--- config.mk ---
export PLATFORM = sky130hd
export DESIGN_NAME = lultm_top
export DESIGN_NICKNAME = d
export VERILOG_FILES = /design/src/pkg/lultm_pkg.sv /design/src/verilog/lultm_top.sv /design/src/verilog/lultm_activity.sv
export SDC_FILE = /design/constraint.sdc
export NUM_CORES = 1
export LEC_CHECK = 0
export BUFFER_PORTS_ARGS = -buffer_cell sky130_fd_sc_hd__buf_2
export CORE_UTILIZATION = 40
export DETAILED_ROUTE_END_ITERATION = 8
export GPL_TIMING_DRIVEN = 0
export PLACE_DENSITY = 0.65
export SLEW_MARGIN = 25
export SYNTH_ARGS = -nofsm -noshare
export SYNTH_HDL_FRONTEND = slang
export SYNTH_SLANG_ARGS = --single-unit
--- constraint.sdc ---
create_clock -name clk_i -period 2.8 [get_ports clk_i]
set_input_delay 0.56 -clock clk_i [delete_from_list [all_inputs] [get_ports clk_i]]
set_output_delay 0.56 -clock clk_i [all_outputs]
set_load 0.1 [all_outputs]
--- src/pkg/lultm_pkg.sv ---
// lultm_pkg: constants, enums and carrier structs of the quad line-unit test-mode block.
// assumes a single 200 MHz clock domain and classic wishbone register access.
package lultm_pkg;
  localparam int unsigned NCH = 4;
  localparam int unsigned CLK_PERIOD_NS = 5;
  // master clock counts as stuck after this long without an edge
  localparam int unsigned MCLK_STUCK_NS = 1280;
  localparam int unsigned MCLK_STUCK_CYC = MCLK_STUCK_NS / CLK_PERIOD_NS;
  // transmit clock held high for more than this many master clock cycles
  localparam int unsigned SEND_ALL_ONES_HIGH_MCLK = 16;
  localparam int unsigned CNT_W = 9;
  localparam logic [CNT_W-1:0] STUCK_LIMIT = CNT_W'(MCLK_STUCK_CYC);
  localparam logic [CNT_W-1:0] SEND_ALL_ONES_LIMIT = CNT_W'(SEND_ALL_ONES_HIGH_MCLK);
  localparam logic [7:0] ADR_MODE = 8'h00;
  localparam logic [7:0] ADR_ANALOG_LOOP_CTL = 8'h04;
  localparam logic [7:0] ADR_DIGITAL_LOOP_CTL = 8'h08;
  localparam logic [7:0] ADR_REMOTE_LOOP_CTL = 8'h0c;
  localparam logic [7:0] ADR_ONES = 8'h10;
  localparam logic [7:0] ADR_AUTO = 8'h14;
  localparam logic [7:0] ADR_TRI = 8'h18;
  localparam logic [7:0] ADR_MON = 8'h1c;
  localparam logic [7:0] ADR_STAT = 8'h20;
  localparam logic [7:0] ADR_LSTAT = 8'h24;
  localparam int unsigned MON_EN_BIT = 0;
  localparam int unsigned MON_CH_LSB = 1;
  localparam int unsigned MON_OUT_BIT = 3;
  localparam int unsigned STAT_SYSTEM_TX_CLOCK_IN_LSB = 2;
  localparam int unsigned STAT_LOS_LSB = 10;
  localparam int unsigned STAT_ONES_LSB = 14;
  localparam logic [3:0] CH_RESET = 4'h0;

  typedef enum logic [1:0] {
    PIN_LOW     = 2'b00,
    PIN_HIGH    = 2'b01,
    PIN_CLOCKED = 2'b10
  } lultm_pin_e;
  typedef enum logic [1:0] {
    LPIN_OPEN = 2'b00,
    LPIN_LOW  = 2'b01,
    LPIN_HIGH = 2'b10
  } lultm_lpin_e;
  typedef enum logic [1:0] {
    LOOP_NONE    = 2'b00,
    LOOP_REMOTE  = 2'b01,
    LOOP_ANALOG  = 2'b10,
    LOOP_DIGITAL = 2'b11
  } lultm_loop_e;
  typedef enum logic [1:0] {
    TX_PD       = 2'b00,
    TX_SHAPED   = 2'b01,
    TX_UNSHAPED = 2'b10,
    TX_ONES     = 2'b11
  } lultm_txm_e;

  typedef struct packed {
    logic system_tx_clock_in;
    logic system_tx_positive_rail;
    logic system_tx_negative_rail;
  } lultm_sys_s;
  typedef struct packed {
    logic rx_clock;
    logic recovered_positive_rail;
    logic recovered_negative_rail;
  } lultm_rx_s;
  typedef struct packed {
    logic tx_line_tip;
    logic tx_line_ring;
  } lultm_txl_s;
  typedef struct packed {
    logic rx_line_tip;
    logic rx_line_ring;
  } lultm_rxl_s;
  typedef struct packed {
    logic driven;
    logic level;
  } lultm_lpin_s;
  typedef struct packed {
    logic       rx_pd;
    logic       data_only;
    lultm_txm_e txm;
    lultm_loop_e loop;
  } lultm_mode_s;
  typedef struct packed {
    logic [2:0]     s;
    logic [CNT_W-1:0] cnt;
    lultm_pin_e     st;
  } lultm_act_s;
  typedef struct packed {
    logic                ack;
    logic [31:0]         rdat;
    logic                sw_mode;
    logic [NCH-1:0]      analog_loop_ctl;
    logic [NCH-1:0]      digital_loop_ctl;
    logic [NCH-1:0]      remote_loop_ctl;
    logic [NCH-1:0]      ones;
    logic [NCH-1:0]      auto_all_ones_on_signal_loss;
    logic [NCH-1:0]      drv_off;
    logic                mon_en;
    logic [1:0]          mon_ch;
    logic                mon_out;
    logic [NCH-1:0][1:0] sys1;
    logic [NCH-1:0][1:0] sys2;
    logic [NCH-1:0][2:0] cdr1;
    logic [NCH-1:0][2:0] cdr2;
    logic [NCH-1:0][1:0] rxl1;
    logic [NCH-1:0][1:0] rxl2;
    logic [NCH-1:0]      los1;
    logic [NCH-1:0]      los2;
    logic [NCH-1:0][1:0] lp1;
    logic [NCH-1:0][1:0] lp2;
    logic [NCH-1:0]      phase;
    logic [NCH-1:0][2:0] rx;
    logic [NCH-1:0][1:0] tx;
    logic [NCH-1:0]      oe;
    logic [NCH-1:0][1:0] cdr_in;
    logic [NCH-1:0]      rxpd;
    logic [NCH-1:0]      donly;
    logic [NCH-1:0]      shape;
    logic [NCH-1:0]      ones_act;
    lultm_loop_e [NCH-1:0] loop;
  } lultm_state_s;
endpackage

--- src/verilog/lultm_top.sv ---
// lultm_top: per-channel loopback, all-ones, monitoring and driver tristate control, four channels.
// assumes pins arrive asynchronous, analog line parts are digitised outside, wishbone is on clk_i.
//
// Overview of operation
// (RULE1) three loopbacks: loop pins in hardware mode, control registers in software mode
// (RULE2) analog loopback feeds own transmit line into own receiver, output recovered data
// (RULE3) external receive line is ignored while analog loopback is on
// (RULE4) digital loopback copies transmit clock and rails to receive outputs
// (RULE5) digital loopback still transmits the supplied data on the line
// (RULE6) external receive line is ignored while digital loopback is on
// (RULE7) remote loopback retransmits recovered clock and rails on the line
// (RULE8) system transmit inputs are ignored during remote loopback
// (RULE9) hardware mode: transmit clock high over 16 master clocks gives all ones
// (RULE10) software mode: all-ones register bit sends all ones on that channel
// (RULE11) auto all-ones bit inserts all ones on that channel when signal is lost
// (RULE12) all-ones timed by master clock, unavailable when master clock is not toggling
// (RULE13) digital loopback disabled while all ones is active on the channel
// (RULE14) channel 0 monitors another channel's line input or output without disturbing it
// (RULE15) monitoring channel 0 may remote-loop, only with its transmit clock running
// (RULE16) each line driver can be put in high impedance for protection switching
// (RULE17) master clock toggling: recovery on, transmit clock and loop pin pick mode
// (RULE18) master clock low: receiver down, no loopback, transmit clock sets shaping
// (RULE19) master clock high: data recovery only, loop pins select remote or analog
//
// The register addresses and the Wishbone slave port were left to the implementer.
module lultm_top
  import lultm_pkg::*;
(
  input  wire logic                 clk_i,
  input  wire logic                 rst_i,
  input  wire logic                 wb_cyc_i,
  input  wire logic                 wb_stb_i,
  input  wire logic                 wb_we_i,
  input  wire logic [7:0]           wb_adr_i,
  input  wire logic [3:0]           wb_sel_i,
  input  wire logic [31:0]          wb_dat_i,
  output logic      [31:0]          wb_dat_o,
  output logic                      wb_ack_o,
  input  wire logic                 master_clk_i,
  input  lultm_sys_s  [NCH-1:0]     sys_tx_i,
  input  lultm_rx_s   [NCH-1:0]     cdr_rec_i,
  input  lultm_rxl_s  [NCH-1:0]     rx_line_i,
  input  wire logic   [NCH-1:0]     loss_of_signal_flag_i,
  input  lultm_lpin_s [NCH-1:0]     loop_select_pin_i,
  output lultm_rx_s   [NCH-1:0]     rx_o,
  output lultm_txl_s  [NCH-1:0]     tx_line_o,
  output logic        [NCH-1:0]     tx_line_oe_o,
  output lultm_rxl_s  [NCH-1:0]     cdr_line_o,
  output logic        [NCH-1:0]     rx_power_down_o,
  output logic        [NCH-1:0]     rx_data_only_o,
  output logic        [NCH-1:0]     pulse_shaping_o
);
  lultm_state_s s_q;
  lultm_state_s s_d;
  lultm_pin_e   mclk_st;
  logic         mclk_lvl;
  logic         mclk_rise;
  lultm_pin_e [NCH-1:0] system_tx_clock_in_st;
  logic [NCH-1:0] system_tx_clock_in_lvl;
  logic           system_tx_clock_in_tick;
  logic [CNT_W-1:0] system_tx_clock_in_limit;

  lultm_activity u_mclk (
    .clk_i   (clk_i),
    .rst_i   (rst_i),
    .sig_i   (master_clk_i),
    .tick_i  (1'b1),
    .limit_i (STUCK_LIMIT),
    .state_o (mclk_st),
    .level_o (mclk_lvl),
    .rise_o  (mclk_rise)
  );

  // transmit clock is timed in master clocks; with no master clock fall back to clk_i
  assign system_tx_clock_in_tick  = (mclk_st == PIN_CLOCKED) ? mclk_rise : 1'b1;
  assign system_tx_clock_in_limit = (mclk_st == PIN_CLOCKED) ? SEND_ALL_ONES_LIMIT : STUCK_LIMIT;

  generate
    for (genvar g = 0; g < NCH; g++) begin : g_system_tx_clock_in
      lultm_activity u_system_tx_clock_in (
        .clk_i   (clk_i),
        .rst_i   (rst_i),
        .sig_i   (sys_tx_i[g].system_tx_clock_in),
        .tick_i  (system_tx_clock_in_tick),
        .limit_i (system_tx_clock_in_limit),
        .state_o (system_tx_clock_in_st[g]),
        .level_o (system_tx_clock_in_lvl[g]),
        .rise_o  ()
      );
    end
  endgenerate

  function automatic lultm_lpin_e lpin_of(input logic [1:0] p);
    if (!p[1]) begin
      return LPIN_OPEN;
    end
    return p[0] ? LPIN_HIGH : LPIN_LOW;
  endfunction

  // hardware-mode decoding of master clock, transmit clock and loop pin
  function automatic lultm_mode_s hw_decode(input lultm_pin_e m, input lultm_pin_e t,
                                            input lultm_lpin_e l);
    lultm_mode_s r;
    r = '{rx_pd: 1'b0, data_only: 1'b0, txm: TX_SHAPED, loop: LOOP_NONE};
    case (m)
      PIN_CLOCKED: begin
        case (t) // [RULE17]
          PIN_CLOCKED: r.loop = (l == LPIN_LOW) ? LOOP_REMOTE :
                                (l == LPIN_HIGH) ? LOOP_ANALOG : LOOP_NONE;
          PIN_LOW: r.txm = TX_PD;
          default: begin
            if (l == LPIN_LOW) begin
              r.loop = LOOP_REMOTE;
            end else begin
              r.txm = TX_ONES; // [RULE9]
            end
          end
        endcase
      end
      PIN_LOW: begin
        r.rx_pd = 1'b1; // [RULE18]
        r.txm = (t == PIN_CLOCKED) ? TX_SHAPED : (t == PIN_HIGH) ? TX_UNSHAPED : TX_PD;
      end
      default: begin
        r.data_only = 1'b1; // [RULE19]
        case (l)
          LPIN_LOW: begin
            r.loop = LOOP_REMOTE;
            r.txm = TX_UNSHAPED;
          end
          LPIN_HIGH: begin
            if (t == PIN_LOW) begin
              r.txm = TX_PD;
            end else begin
              r.loop = LOOP_ANALOG;
              r.txm = (t == PIN_CLOCKED) ? TX_SHAPED : TX_UNSHAPED;
            end
          end
          default: r.txm = (t == PIN_CLOCKED) ? TX_SHAPED :
                           (t == PIN_LOW) ? TX_PD : TX_UNSHAPED;
        endcase
      end
    endcase
    return r;
  endfunction

  always_comb begin
    lultm_mode_s md;
    logic [1:0]  src;
    logic [1:0]  rxl;
    md = '{rx_pd: 1'b0, data_only: 1'b0, txm: TX_SHAPED, loop: LOOP_NONE};
    src = 2'h0;
    rxl = 2'h0;
    s_d = s_q;
    // bus slave: one wait state, ack drops the cycle after it is given
    s_d.ack = 1'b0;
    if (wb_cyc_i && wb_stb_i && !s_q.ack) begin
      s_d.ack = 1'b1;
      if (wb_we_i && wb_sel_i[0]) begin
        case (wb_adr_i) // [RULE1]
          ADR_MODE:  s_d.sw_mode = wb_dat_i[0];
          ADR_ANALOG_LOOP_CTL: s_d.analog_loop_ctl = wb_dat_i[NCH-1:0];
          ADR_DIGITAL_LOOP_CTL: s_d.digital_loop_ctl = wb_dat_i[NCH-1:0];
          ADR_REMOTE_LOOP_CTL: s_d.remote_loop_ctl = wb_dat_i[NCH-1:0];
          ADR_ONES:  s_d.ones = wb_dat_i[NCH-1:0];
          ADR_AUTO:  s_d.auto_all_ones_on_signal_loss = wb_dat_i[NCH-1:0];
          ADR_TRI:   s_d.drv_off = wb_dat_i[NCH-1:0];
          ADR_MON: begin
            s_d.mon_en = wb_dat_i[MON_EN_BIT];
            s_d.mon_ch = wb_dat_i[MON_CH_LSB +: 2];
            s_d.mon_out = wb_dat_i[MON_OUT_BIT];
          end
          default: ;
        endcase
      end
      s_d.rdat = 32'h0;
      case (wb_adr_i)
        ADR_MODE:  s_d.rdat[0] = s_q.sw_mode;
        ADR_ANALOG_LOOP_CTL: s_d.rdat[NCH-1:0] = s_q.analog_loop_ctl;
        ADR_DIGITAL_LOOP_CTL: s_d.rdat[NCH-1:0] = s_q.digital_loop_ctl;
        ADR_REMOTE_LOOP_CTL: s_d.rdat[NCH-1:0] = s_q.remote_loop_ctl;
        ADR_ONES:  s_d.rdat[NCH-1:0] = s_q.ones;
        ADR_AUTO:  s_d.rdat[NCH-1:0] = s_q.auto_all_ones_on_signal_loss;
        ADR_TRI:   s_d.rdat[NCH-1:0] = s_q.drv_off;
        ADR_MON:   s_d.rdat[3:0] = {s_q.mon_out, s_q.mon_ch, s_q.mon_en};
        ADR_STAT: begin
          s_d.rdat[1:0] = mclk_st;
          s_d.rdat[STAT_SYSTEM_TX_CLOCK_IN_LSB +: 2*NCH] = system_tx_clock_in_st;
          s_d.rdat[STAT_LOS_LSB +: NCH] = s_q.los2;
          s_d.rdat[STAT_ONES_LSB +: NCH] = s_q.ones_act;
        end
        ADR_LSTAT: s_d.rdat[2*NCH-1:0] = s_q.loop;
        default: ;
      endcase
    end
    // two-stage synchronisers; only the second stage feeds logic
    for (int c = 0; c < NCH; c++) begin
      s_d.sys1[c] = {sys_tx_i[c].system_tx_positive_rail, sys_tx_i[c].system_tx_negative_rail};
      s_d.cdr1[c] = cdr_rec_i[c];
      s_d.rxl1[c] = rx_line_i[c];
      s_d.lp1[c]  = loop_select_pin_i[c];
    end
    s_d.los1 = loss_of_signal_flag_i;
    s_d.sys2 = s_q.sys1;
    s_d.cdr2 = s_q.cdr1;
    s_d.rxl2 = s_q.rxl1;
    s_d.lp2  = s_q.lp1;
    s_d.los2 = s_q.los1;
    for (int c = 0; c < NCH; c++) begin
      if (!s_q.sw_mode) begin
        md = hw_decode(mclk_st, system_tx_clock_in_st[c], lpin_of(s_q.lp2[c]));
      end else begin
        md = '{rx_pd: 1'b0, data_only: 1'b0, txm: TX_SHAPED, loop: LOOP_NONE};
        md.rx_pd = (mclk_st == PIN_LOW);
        md.data_only = (mclk_st == PIN_HIGH);
        if (s_q.ones[c] || (s_q.auto_all_ones_on_signal_loss[c] && s_q.los2[c])) begin
          md.txm = TX_ONES; // [RULE10] [RULE11]
        end
        if (s_q.remote_loop_ctl[c]) begin
          md.loop = LOOP_REMOTE;
        end else if (s_q.analog_loop_ctl[c]) begin
          md.loop = LOOP_ANALOG;
        end else if (s_q.digital_loop_ctl[c] && md.txm != TX_ONES) begin
          md.loop = LOOP_DIGITAL; // [RULE13]
        end
      end
      if (md.txm == TX_ONES && mclk_st != PIN_CLOCKED) begin
        md.txm = TX_SHAPED; // [RULE12]
      end
      if (c == 0 && s_q.sw_mode && s_q.mon_en) begin
        // monitor channel keeps only a remote loop, and only with its own clock alive
        md.loop = (md.loop == LOOP_REMOTE && system_tx_clock_in_st[0] == PIN_CLOCKED) ?
                  LOOP_REMOTE : LOOP_NONE; // [RULE15]
      end
      src = (md.loop == LOOP_REMOTE) ? s_q.cdr2[c][1:0] : s_q.sys2[c]; // [RULE7] [RULE8]
      if (md.txm == TX_ONES) begin
        if (mclk_rise) begin
          s_d.phase[c] = ~s_q.phase[c];
        end
        src = {s_q.phase[c], ~s_q.phase[c]};
      end
      s_d.tx[c] = (md.txm == TX_PD) ? 2'h0 : src; // [RULE5]
      s_d.oe[c] = (md.txm != TX_PD) && !s_q.drv_off[c]; // [RULE16]
      s_d.shape[c] = (md.txm == TX_SHAPED) || (md.txm == TX_ONES);
      // analog loop replaces the external line at the receiver input
      rxl = (md.loop == LOOP_ANALOG) ? s_q.tx[c] : s_q.rxl2[c]; // [RULE2] [RULE3]
      if (c == 0 && s_q.sw_mode && s_q.mon_en) begin
        rxl = s_q.mon_out ? s_q.tx[s_q.mon_ch] : s_q.rxl2[s_q.mon_ch]; // [RULE14]
      end
      s_d.cdr_in[c] = rxl;
      if (md.loop == LOOP_DIGITAL) begin
        s_d.rx[c] = {system_tx_clock_in_lvl[c], s_q.sys2[c]}; // [RULE4] [RULE6]
      end else if (md.rx_pd) begin
        s_d.rx[c] = 3'h0;
      end else begin
        s_d.rx[c] = s_q.cdr2[c];
      end
      s_d.rxpd[c] = md.rx_pd;
      s_d.donly[c] = md.data_only;
      s_d.ones_act[c] = (md.txm == TX_ONES);
      s_d.loop[c] = md.loop;
    end
  end

  always_ff @(posedge clk_i) begin
    if (rst_i) begin
      s_q <= '0;
    end else begin
      s_q <= s_d;
    end
  end

  assign wb_ack_o = s_q.ack;
  assign wb_dat_o = s_q.rdat;
  assign tx_line_oe_o = s_q.oe;
  assign rx_power_down_o = s_q.rxpd;
  assign rx_data_only_o = s_q.donly;
  assign pulse_shaping_o = s_q.shape;
  generate
    for (genvar g = 0; g < NCH; g++) begin : g_out
      assign rx_o[g] = s_q.rx[g];
      assign tx_line_o[g] = s_q.tx[g];
      assign cdr_line_o[g] = s_q.cdr_in[g];
    end
  endgenerate
endmodule

--- src/verilog/lultm_activity.sv ---
// lultm_activity: synchronises one clock-like pin and classes it as low, high or clocked.
// assumes tick_i is a one-cycle enable on clk_i and limit_i is steady between ticks.
module lultm_activity
  import lultm_pkg::*;
(
  input  wire logic             clk_i,
  input  wire logic             rst_i,
  input  wire logic             sig_i,
  input  wire logic             tick_i,
  input  wire logic [CNT_W-1:0] limit_i,
  output lultm_pin_e            state_o,
  output logic                  level_o,
  output logic                  rise_o
);
  lultm_act_s s_q;
  lultm_act_s s_d;

  always_comb begin
    s_d = s_q;
    s_d.s = {s_q.s[1:0], sig_i};
    if (s_q.s[1] != s_q.s[2]) begin
      s_d.cnt = '0;
      s_d.st = PIN_CLOCKED;
    end else if (tick_i) begin
      // saturate so a long static level never wraps back to clocked
      if (s_q.cnt <= limit_i) begin
        s_d.cnt = s_q.cnt + CNT_W'(1);
      end
      if (s_q.cnt >= limit_i) begin
        s_d.st = s_q.s[1] ? PIN_HIGH : PIN_LOW; // [RULE9]
      end
    end
  end

  always_ff @(posedge clk_i) begin
    if (rst_i) begin
      s_q <= '{s: 3'h0, cnt: '0, st: PIN_LOW};
    end else begin
      s_q <= s_d;
    end
  end

  assign state_o = s_q.st;
  assign level_o = s_q.s[1];
  assign rise_o  = s_q.s[1] & ~s_q.s[2];
endmodule

# Word-level counts from Yosys, hierarchy flattened
# Index checks and enable logic that the tools add are counted.
# W data, S select, Z words.
# totals
ff_bits,258
elab_cells,447
inputBits,94
output_inout_bits,77
# op_classes
muxes,181
n_bitwise,6
magnitude_cmp,11
reduce_logical,91
n_eq_ne,62
addsub,5
# ops
operator,n
$mux W2,107
$pmux W2 S2,24
$mux W62,1
$eq A2 B2 Y1 const B,25
$add A9 B1 Y9 const B,5
$eq A2 B1 Y1 const B,18
$ge A9 B9 Y1,4
$le A9 B9 Y1,4
$eq A8 B5 Y1 const B,4
$reduce_and A2 Y1,16
$mux W29,1
$mux W4,7
$pmux W3 S9,1
$reduce_bool A2 Y1,13
$mux W3,8
$mux W6,4
$reduce_and A3 Y1,8
$mux W1,22
$logic_and A1 B1 Y1,21
$reduce_or A2 Y1,10
$logic_not A2 Y1,9
$eq A8 B4 Y1 const B,2
$eq A8 B6 Y1 const B,2
$mux W10,1
other kinds (15),39

# Depth between registers and ports, before layout
# Gate-level depths: netlist of run 1.
# depth
word_depth,17
mapped_depth,10
depth_no_buf,8

# Cells and area by module
# Synthesis of run 1 repeated with hierarchy kept, for this count alone.
# unflattened
cells_unflattened,1335
area_unflattened_um2,12061.6
# modules_own_cells
mod,area_per_inst_um2,seq_area_each_um2,cells_each,n_inst
lultm_top,7589.8,3643.5,826,1
lultm_activity (g_system_tx_clock_in[0].u_system_tx_clock_in ...),880.8,280.3,99,4
lultm_activity (u_mclk),948.4,280.3,113,1

# Least setup slack after synthesis of run 1
# Ideal clock, no wire load.
# synth_timing
path_type,reg-to-reg
from,register u_mclk.s_q (netlist bit u_mclk.state_o[0])
to,register g_system_tx_clock_in[0].u_system_tx_clock_in.s_q[9] in the netlist's numbering
stages_incl_launch_ff,11
path_buffers,2
synth_period_minus_slack_ps,2871
required_time_ps,2729
arrival_time_ps,2800
path_slack_ps,-71
path_cell_list,dfxtp_1 > clkbuf_1 > nand2b_1 > inv_1 > clkbuf_1 > ha_1 > or4b_4 > a21oi_4 > o2111ai_1 > or4_1 > a21oi_1
# synth_via
elab_chain_len,4
# synth_lines
element,line,rtl
"start, declared",lultm_activity.sv:15,lultm_act_s s_q;
"start signal, assigned",lultm_activity.sv:37,"s_q <= '{s: 3'h0, cnt: '0, st: PIN_LOW};"
$eq A2 B2 Y1 (*),"lultm_top.sv:75, lultm_top.sv:76",
$mux W9,lultm_top.sv:76,assign system_tx_clock_in_limit = (mclk_st == PIN_CLOCKED) ? SEND_ALL_ONES_LIMIT : STUCK_LIMIT;
$le A9 B9 Y1,lultm_activity.sv:26,if (s_q.cnt <= limit_i) begin
$reduce_and A2 Y1 (no line) (*),-,
"end signal, assigned",lultm_activity.sv:37,
"end, declared",lultm_activity.sv:15,
# Every way passes the cells marked *; elsewhere a longest branch is shown, timed or not.
# A chain may end at the register's enable or synchronous reset.

# Worst setup path in the final report of run 1
# layout_timing
from,register s_q[168] in the netlist's numbering
to,register s_q (netlist bit tx_line_o[2])
# layout_via
elab_chain_len,6
# layout_lines
element,line,rtl
"start, declared",lultm_top.sv:53,lultm_state_s s_q;
"start signal, assigned",lultm_top.sv:267,s_q <= '0;
"start signal, assigned",lultm_top.sv:269,s_q <= s_d;
$mux W6 (*),lultm_top.sv:210,if (!s_q.sw_mode) begin
$eq A2 B2 Y1,lultm_top.sv:227,if (md.txm == TX_ONES && mclk_st != PIN_CLOCKED) begin
$logic_and A1 B1 Y1,lultm_top.sv:227,
$mux W2,lultm_top.sv:227,
$eq A2 B2 Y1 / $logic_not A2 Y1 (equally long branches),"lultm_top.sv:236, lultm_top.sv:242",
$mux W2 / $reduce_or A2 Y1 (equally long branches),-,
# Marked as above.

==> flow_summary.ini, run 1 <==
[placement]
place.gp.congestion = 0.931
hpwl_um = 22100
placed_cell_area_sq_um = 12100
numPortBuffers = 122

[grt]
grt_pass1_vias = 8593
globalRouteMet3Util_pct = 3.17
grt_start_max_net_pins = 18
grt_pass1_wl_um = 46900
overflow = 0
grtUsageTotal_pct = 21.1
use_met1_pct = 28.6
grt_busiest_layer = met2
antenna_found_initial = 1
use_met2_pct = 34.0

[setup_path]
path_cells = buf_2, clkbuf_1, nor2_1, a211oi_1, nand3_1, o221ai_1
cp-start-kind = flop
path_class = reg -> reg
crit_slowest_cell = a211oi_1
reg2reg_from = s_q[168]$_SDFFE_PP0P_
cp-startpoint = s_q[168]$_SDFFE_PP0P_
worstPathArrival_ps = 3100
endpoint_kind = flop
cpPeakStageDelay_ps = 850
crit_fanout = 10
required_ps = 3250

[cts]
hold_buffers = 0
cts_max_level = 1
root_buffer = clkbuf_16
numCtsBuffers = 27
clock_sinks = 252
insertion_delay_ps = 530
clk_path_buf_depth = 3
clkSlewWorstSetupHoldPaths_ps = 60
cts_tree = done

[timing]
fin_crit_ps = 2650
slew_headroom_pct = 28.8
hold_viol = 0
fin_skew_ps = 11.6
fin_hold_ws_ps = 231
fmax_mhz = 377
max_slew.worst_pin.slew_ps = 1060
report.final.setup_viol = 0
rsz0062_at_grt = true
drv_slew = 0
fin_crit_sh_pct = 94.6

[pwr]
swShare_pct = 24.4
pwr-share-clk_pct = 46.2
power.internal_mw = 6.44
p_comb_share_pct = 9.6
ir_drop_uv = 438
power_density_nw_per_um2 = 646
p_switching_mw = 2.08
power_frac_seq_pct = 44.3
leakage_nw = 5.21

[hold_path]
hp-start = rx_line_i[3]
hold_path_class = in -> reg

[synthesis]
synth_edf_count = 0
synth-seq-cells = 252
yosys_warnings = 0
yosys.area_share.xor_xnor_pct = 3.27
synthSimpleGateAreaFrac_pct = 20.4
synth_area_sq_um = 11000
synth.most_common_cell = dfxtp_1
avgSynthCellArea_sq_um = 9.16
synth_cells = 1199
synth_compound_area_share_pct = 16.3
synth.distinct_cells = 71
yosysTopAreaCellShare_pct = 45.9
synth_top_area_cell = dfxtp_1
synth_common_cells = dfxtp_1, nor2_1, nor2b_1
ys_seq_area_share_pct = 45.9
synth-async-reset-ratio_pct = 0
synth-adder-area-share_pct = 2.16
netlist_top_cells_area = dfxtp_1, nor2b_1, buf_4
synth_top_family_by_area = simple AND/OR/NAND/NOR gates
synthMuxAreaShare_pct = 3.62
synthFlopType = dfxtp_1

[floorplan]
dieArea_sq_um = 28100
dieWidth_um = 168
rows = 60
initial_core_util_pct = 40.8
core_sq_um = 27000
ios = 171
die_y_um = 168

[cells_and_area]
drive_above_1_share_pct = 21.3
num_antenna_cells = 0
fin_nets = 1477
finish.instance_area_sq_um = 13200
fin_util_pct = 48.9
syn_to_final_growth_pct = 20.0

[routing]
ant_nets = 0
vias = 9239
wl_per_cell_um = 17.3
vias_per_cell = 5.36
drt-total-wl_um = 29900
dr.first_iter.drc_count = 885
drc_errors = 0
drtPass1Iterations = 5

[run_status]
status = completed

[flow_run]
maxCapViolations = 0
-- through the flow --
| stage | TNS, ps | setup slack [ps] | std cells | power (mW) |
|---|---|---|---|---|
| 3_5_place_dp | -15370 | -544 | 1675 | 4.65 |
| 4_1_cts | 0 | 51.0 | 1723 | 8.59 |
| 5_1_grt | -22.4 | -15.6 | 1725 | 8.81 |
| 2_1_floorplan | 0 | 126 | 1212 | 4.43 |
| 3_3_place_gp | -13230 | -468 | 1675 | 4.63 |
| 6_report | 0 | 150 | 1725 | 8.52 |
-- per-layer routing --
| metal | routed length [um] | up-vias |
|---|---|---|
| met5 | 0 | - |
| met4 | 935 | 0 |
| met3 | 2140 | 58 |
| met2 | 13400 | 382 |
| met1 | 13300 | 4348 |
| li1 | - | 4451 |
-- final cells by class --
cell class	instances	area, sq um
flip-flops and latches	252	5050
clock inverters	15	244
clock buffers	34	762
well taps	341	427
repair buffers	124	626
fillers	2586	13800
plain buffers	136	826
inverters	26	97.6
multi-input cells	797	5150
-- layout by cell type (no fill, tap or decap), types with 6 or more instances in the layout --
master	instances
mux2_2	6
bufinv_16	6
nand3_1	50
mux2i_1	24
xnor2_1	13
a21oi_1	76
nor3_1	10
nand2_1	66
o211ai_1	17
nor2b_1	104
nand3b_1	9
buf_1	10
buf_2	126
a22oi_1	17
ha_1	19
xor2_1	28
dfxtp_1	251
o21ai_0	54
nand4_1	11
or3_1	7
o22ai_1	7
conb_1	14
clkbuf_16	27
inv_1	25
a211oi_1	10
o221ai_1	12
clkbuf_8	6
clkbuf_1	44
buf_4	78
nand4b_1	7
and3_1	9
nand2b_1	14
a21o_1	7
nor2_1	106
-- registers in the layout, indices dropped and copies added (netlist names), 8 cells and up --
| register | count |
|---|---|
| u_mclk.s_q | 10 |
| g_system_tx_clock_in.u_system_tx_clock_in.s_q | 40 |
| tx_line_o | 8 |
| g_system_tx_clock_in.u_system_tx_clock_in.state_o | 8 |
| cdr_line_o | 8 |
| rx_o | 12 |
| wb_dat_o | 18 |
| s_d | 40 |
| s_q | 85 |
-- cell families after synthesis --
logic type / count (synthesis)
other: 1
multiplexers: 34
flip-flops: 252
AND/OR/NAND/NOR: 425
XOR/XNOR: 41
adder cells (fa/ha/maj): 19
AO/OA/AOI/OAI: 264
buffers and inverters: 163
-- critical path: cells and delay by family (launching register included) --
kind,cells,cell delay [ps]
buf+inv,2,660
compound gates,2,1120
simple gates,2,390
flops,1,390
-- final timing paths --
kind	endpoint	slack (ps)	depth (start not counted)
max	tx_line_o[2]$_SDFF_PP0_	150	6
min	s_d[87]$_SDFF_PP0_	230	2
max reg2reg	tx_line_o[2]$_SDFF_PP0_	150	6
min reg2reg	s_q[130]$_SDFF_PP0_	440	1
-- power by group through the flow --
stage / logic, mW / registers, mW / clock network (mW)
5_1_grt: 0.882 / 3.78 / 4.15
6_report: 0.816 / 3.77 / 3.93
4_1_cts: 0.809 / 3.77 / 4.01
3_3_place_gp: 0.786 / 3.84 / 0
3_5_place_dp: 0.799 / 3.85 / 0
2_1_floorplan: 0.603 / 3.83 / 0
-- what timing repair did --
item | CTS | global route
endpoints found under the hold margin | 0 | 0
gates resized for setup | 9 | 11
endpoints found under the setup margin | 44 | 21
setup buffers | 0 | 2
pin swaps | 1 | 4
(Power assumes the default switching activity.)
==> run 2: changes to the inputs <==
RECOVER_POWER = 100   (was default)
SETUP_SLACK_MARGIN = 0.15   (was default)
TNS_END_PERCENT = 20   (was default)
==> flow_summary.ini, run 2 (synthesized netlist as in run 1, its figures left out) <==
[run_status]
status = completed

[cts]
cts_max_level = 1
root_buffer = clkbuf_16
clock_sinks = 252
clk_path_buf_depth = 3
cts_tree = done
numCtsBuffers = 26
insertion_delay_ps = 540
clkSlewWorstSetupHoldPaths_ps = 60

[pwr]
leakage_nw = 4.91
p_total_mw = 8.17
power_density_nw_per_um2 = 627
ir_drop_uv = 322

[floorplan]
core_sq_um = 27000
dieArea_sq_um = 28100
initial_core_util_pct = 40.8
dieWidth_um = 168
ios = 171
die_y_um = 168
rows = 60

[timing]
fin_hold_ws_ps = 240
fin_crit_ps = 2660
rsz0062_at_grt = true
drv_slew = 0
fin_skew_ps = 13.7
report.final.setup_viol = 0
hold_viol = 0
setup_slack_ps = 144
fmax_mhz = 377
fin_crit_sh_pct = 94.8
slew_headroom_pct = 4.42
max_slew.worst_pin.slew_ps = 1410

[routing]
drc_errors = 0
wl_per_cell_um = 17.5
drtPass1Iterations = 5
dr.first_iter.drc_count = 776
drt-total-wl_um = 30300
ant_nets = 0
vias_per_cell = 5.32
vias = 9207

[cells_and_area]
fin_nets = 1483
final_common_cell = dfxtp_1
syn_to_final_growth_pct = 18.6
drive_above_1_share_pct = 16.5
finish.instance_area_sq_um = 13000
fin_util_pct = 48.4
largest-register = s_q
num_antenna_cells = 0
largest_reg_flops = 85
mostFrequentLayoutCells = dfxtp_1, clkbuf_1, nor2_1

[flow_run]
maxCapViolations = 0

[setup_path]
crit_fanout = 10
cp-start-kind = flop
path_class = reg -> reg
required_ps = 3260
worstPathArrival_ps = 3120
endpoint_kind = flop
path_cells = buf_2, clkbuf_1, clkbuf_1, o21ai_0, a31oi_1, o21ai_0, a21oi_1
cpPeakStageDelay_ps = 580
crit_slowest_cell = a31oi_1

[hold_path]
hold_path_class = in -> reg

[placement]
place_ws_ps = -279
numPortBuffers = 122
placed_cell_area_sq_um = 12100
hpwl_um = 22000
place.gp.congestion = 0.931

[grt]
grt_start_max_net_pins = 15
grtUsageTotal_pct = 21.1
overflow = 0
grt_pass1_wl_um = 46900
grt_pass1_vias = 8536
antenna_found_initial = 0
==> run 2: cell count changes in the layout (fill, tap and decap cells not counted), sizes merged <==
cell and change:
clkinv +1, buf -67, clkbuf +74, bufinv -3, clkinvlp +1
==> run 2: final cells by class <==
cell class / count / area, sq um
fill: 2599 / 13900
tap: 341 / 427
timing repair buffer: 130 / 592
clock buffer: 34 / 732
multi-input combinational: 797 / 5140
sequential: 252 / 5040
inverter: 26 / 97.6
buffer: 137 / 833
clock inverter: 14 / 163
==> run 2: worst paths after layout <==
kind,from,to,slack (ps),cells past startpoint
worst min register to register,s_d[64]$_SDFF_PP0_,s_q[64]$_SDFF_PP0_,430,1
worst max register to register,u_mclk.state_o[0]$_SDFFE_PP0P_,tx_line_o[7]$_SDFF_PP0_,140,7
worst max-delay path,u_mclk.state_o[0]$_SDFFE_PP0P_,tx_line_o[7]$_SDFF_PP0_,140,7
worst min-delay path,rx_line_i[3],s_d[87]$_SDFF_PP0_,240,2
==> run 2: stage by stage <==
| stage | cells | setup TNS, ps |
|---|---|---|
| 3_5_place_dp | 1675 | -8930 |
| 2_1_floorplan | 1212 | 0 |
| 4_1_cts | 1726 | 0 |
| 5_1_grt | 1731 | 0 |
| 6_report | 1731 | 0 |
| 3_3_place_gp | 1675 | -6520 |
==> run 2: report_power, final <==
part / switching [mW] / internal (mW)
logic: 0.561 / 0.265
registers: 0.0756 / 3.70
clock network: 1.45 / 2.13
total: 2.08 / 6.09
==> run 2: timing repair <==
action,CTS,global route
pin swaps,4,4
hold endpoints to repair,0,0
setup endpoints to repair,45,27
buffers inserted,3,5
cloned,0,0
hold buffers,0,0
gates resized for setup,16,9
==> run 2: critical path: cells and delay by family, from the launching register on <==
| family | cells | cell delay, ps |
|---|---|---|
| AO/OA/AOI/OAI | 4 | 1160 |
| buffers and inverters | 3 | 1120 |
| flip-flops | 1 | 300 |
==> run 2: layer usage <==
metal	track usage, %	part of all wire [%]	vias up	routed length, um
met3	3.10	8.0	64	2430
met2	34.1	45	399	13500
met4	6.78	2.7	0	818
met5	0	0	-	0
li1	-	-	4465	-
met1	28.8	45	4279	13500
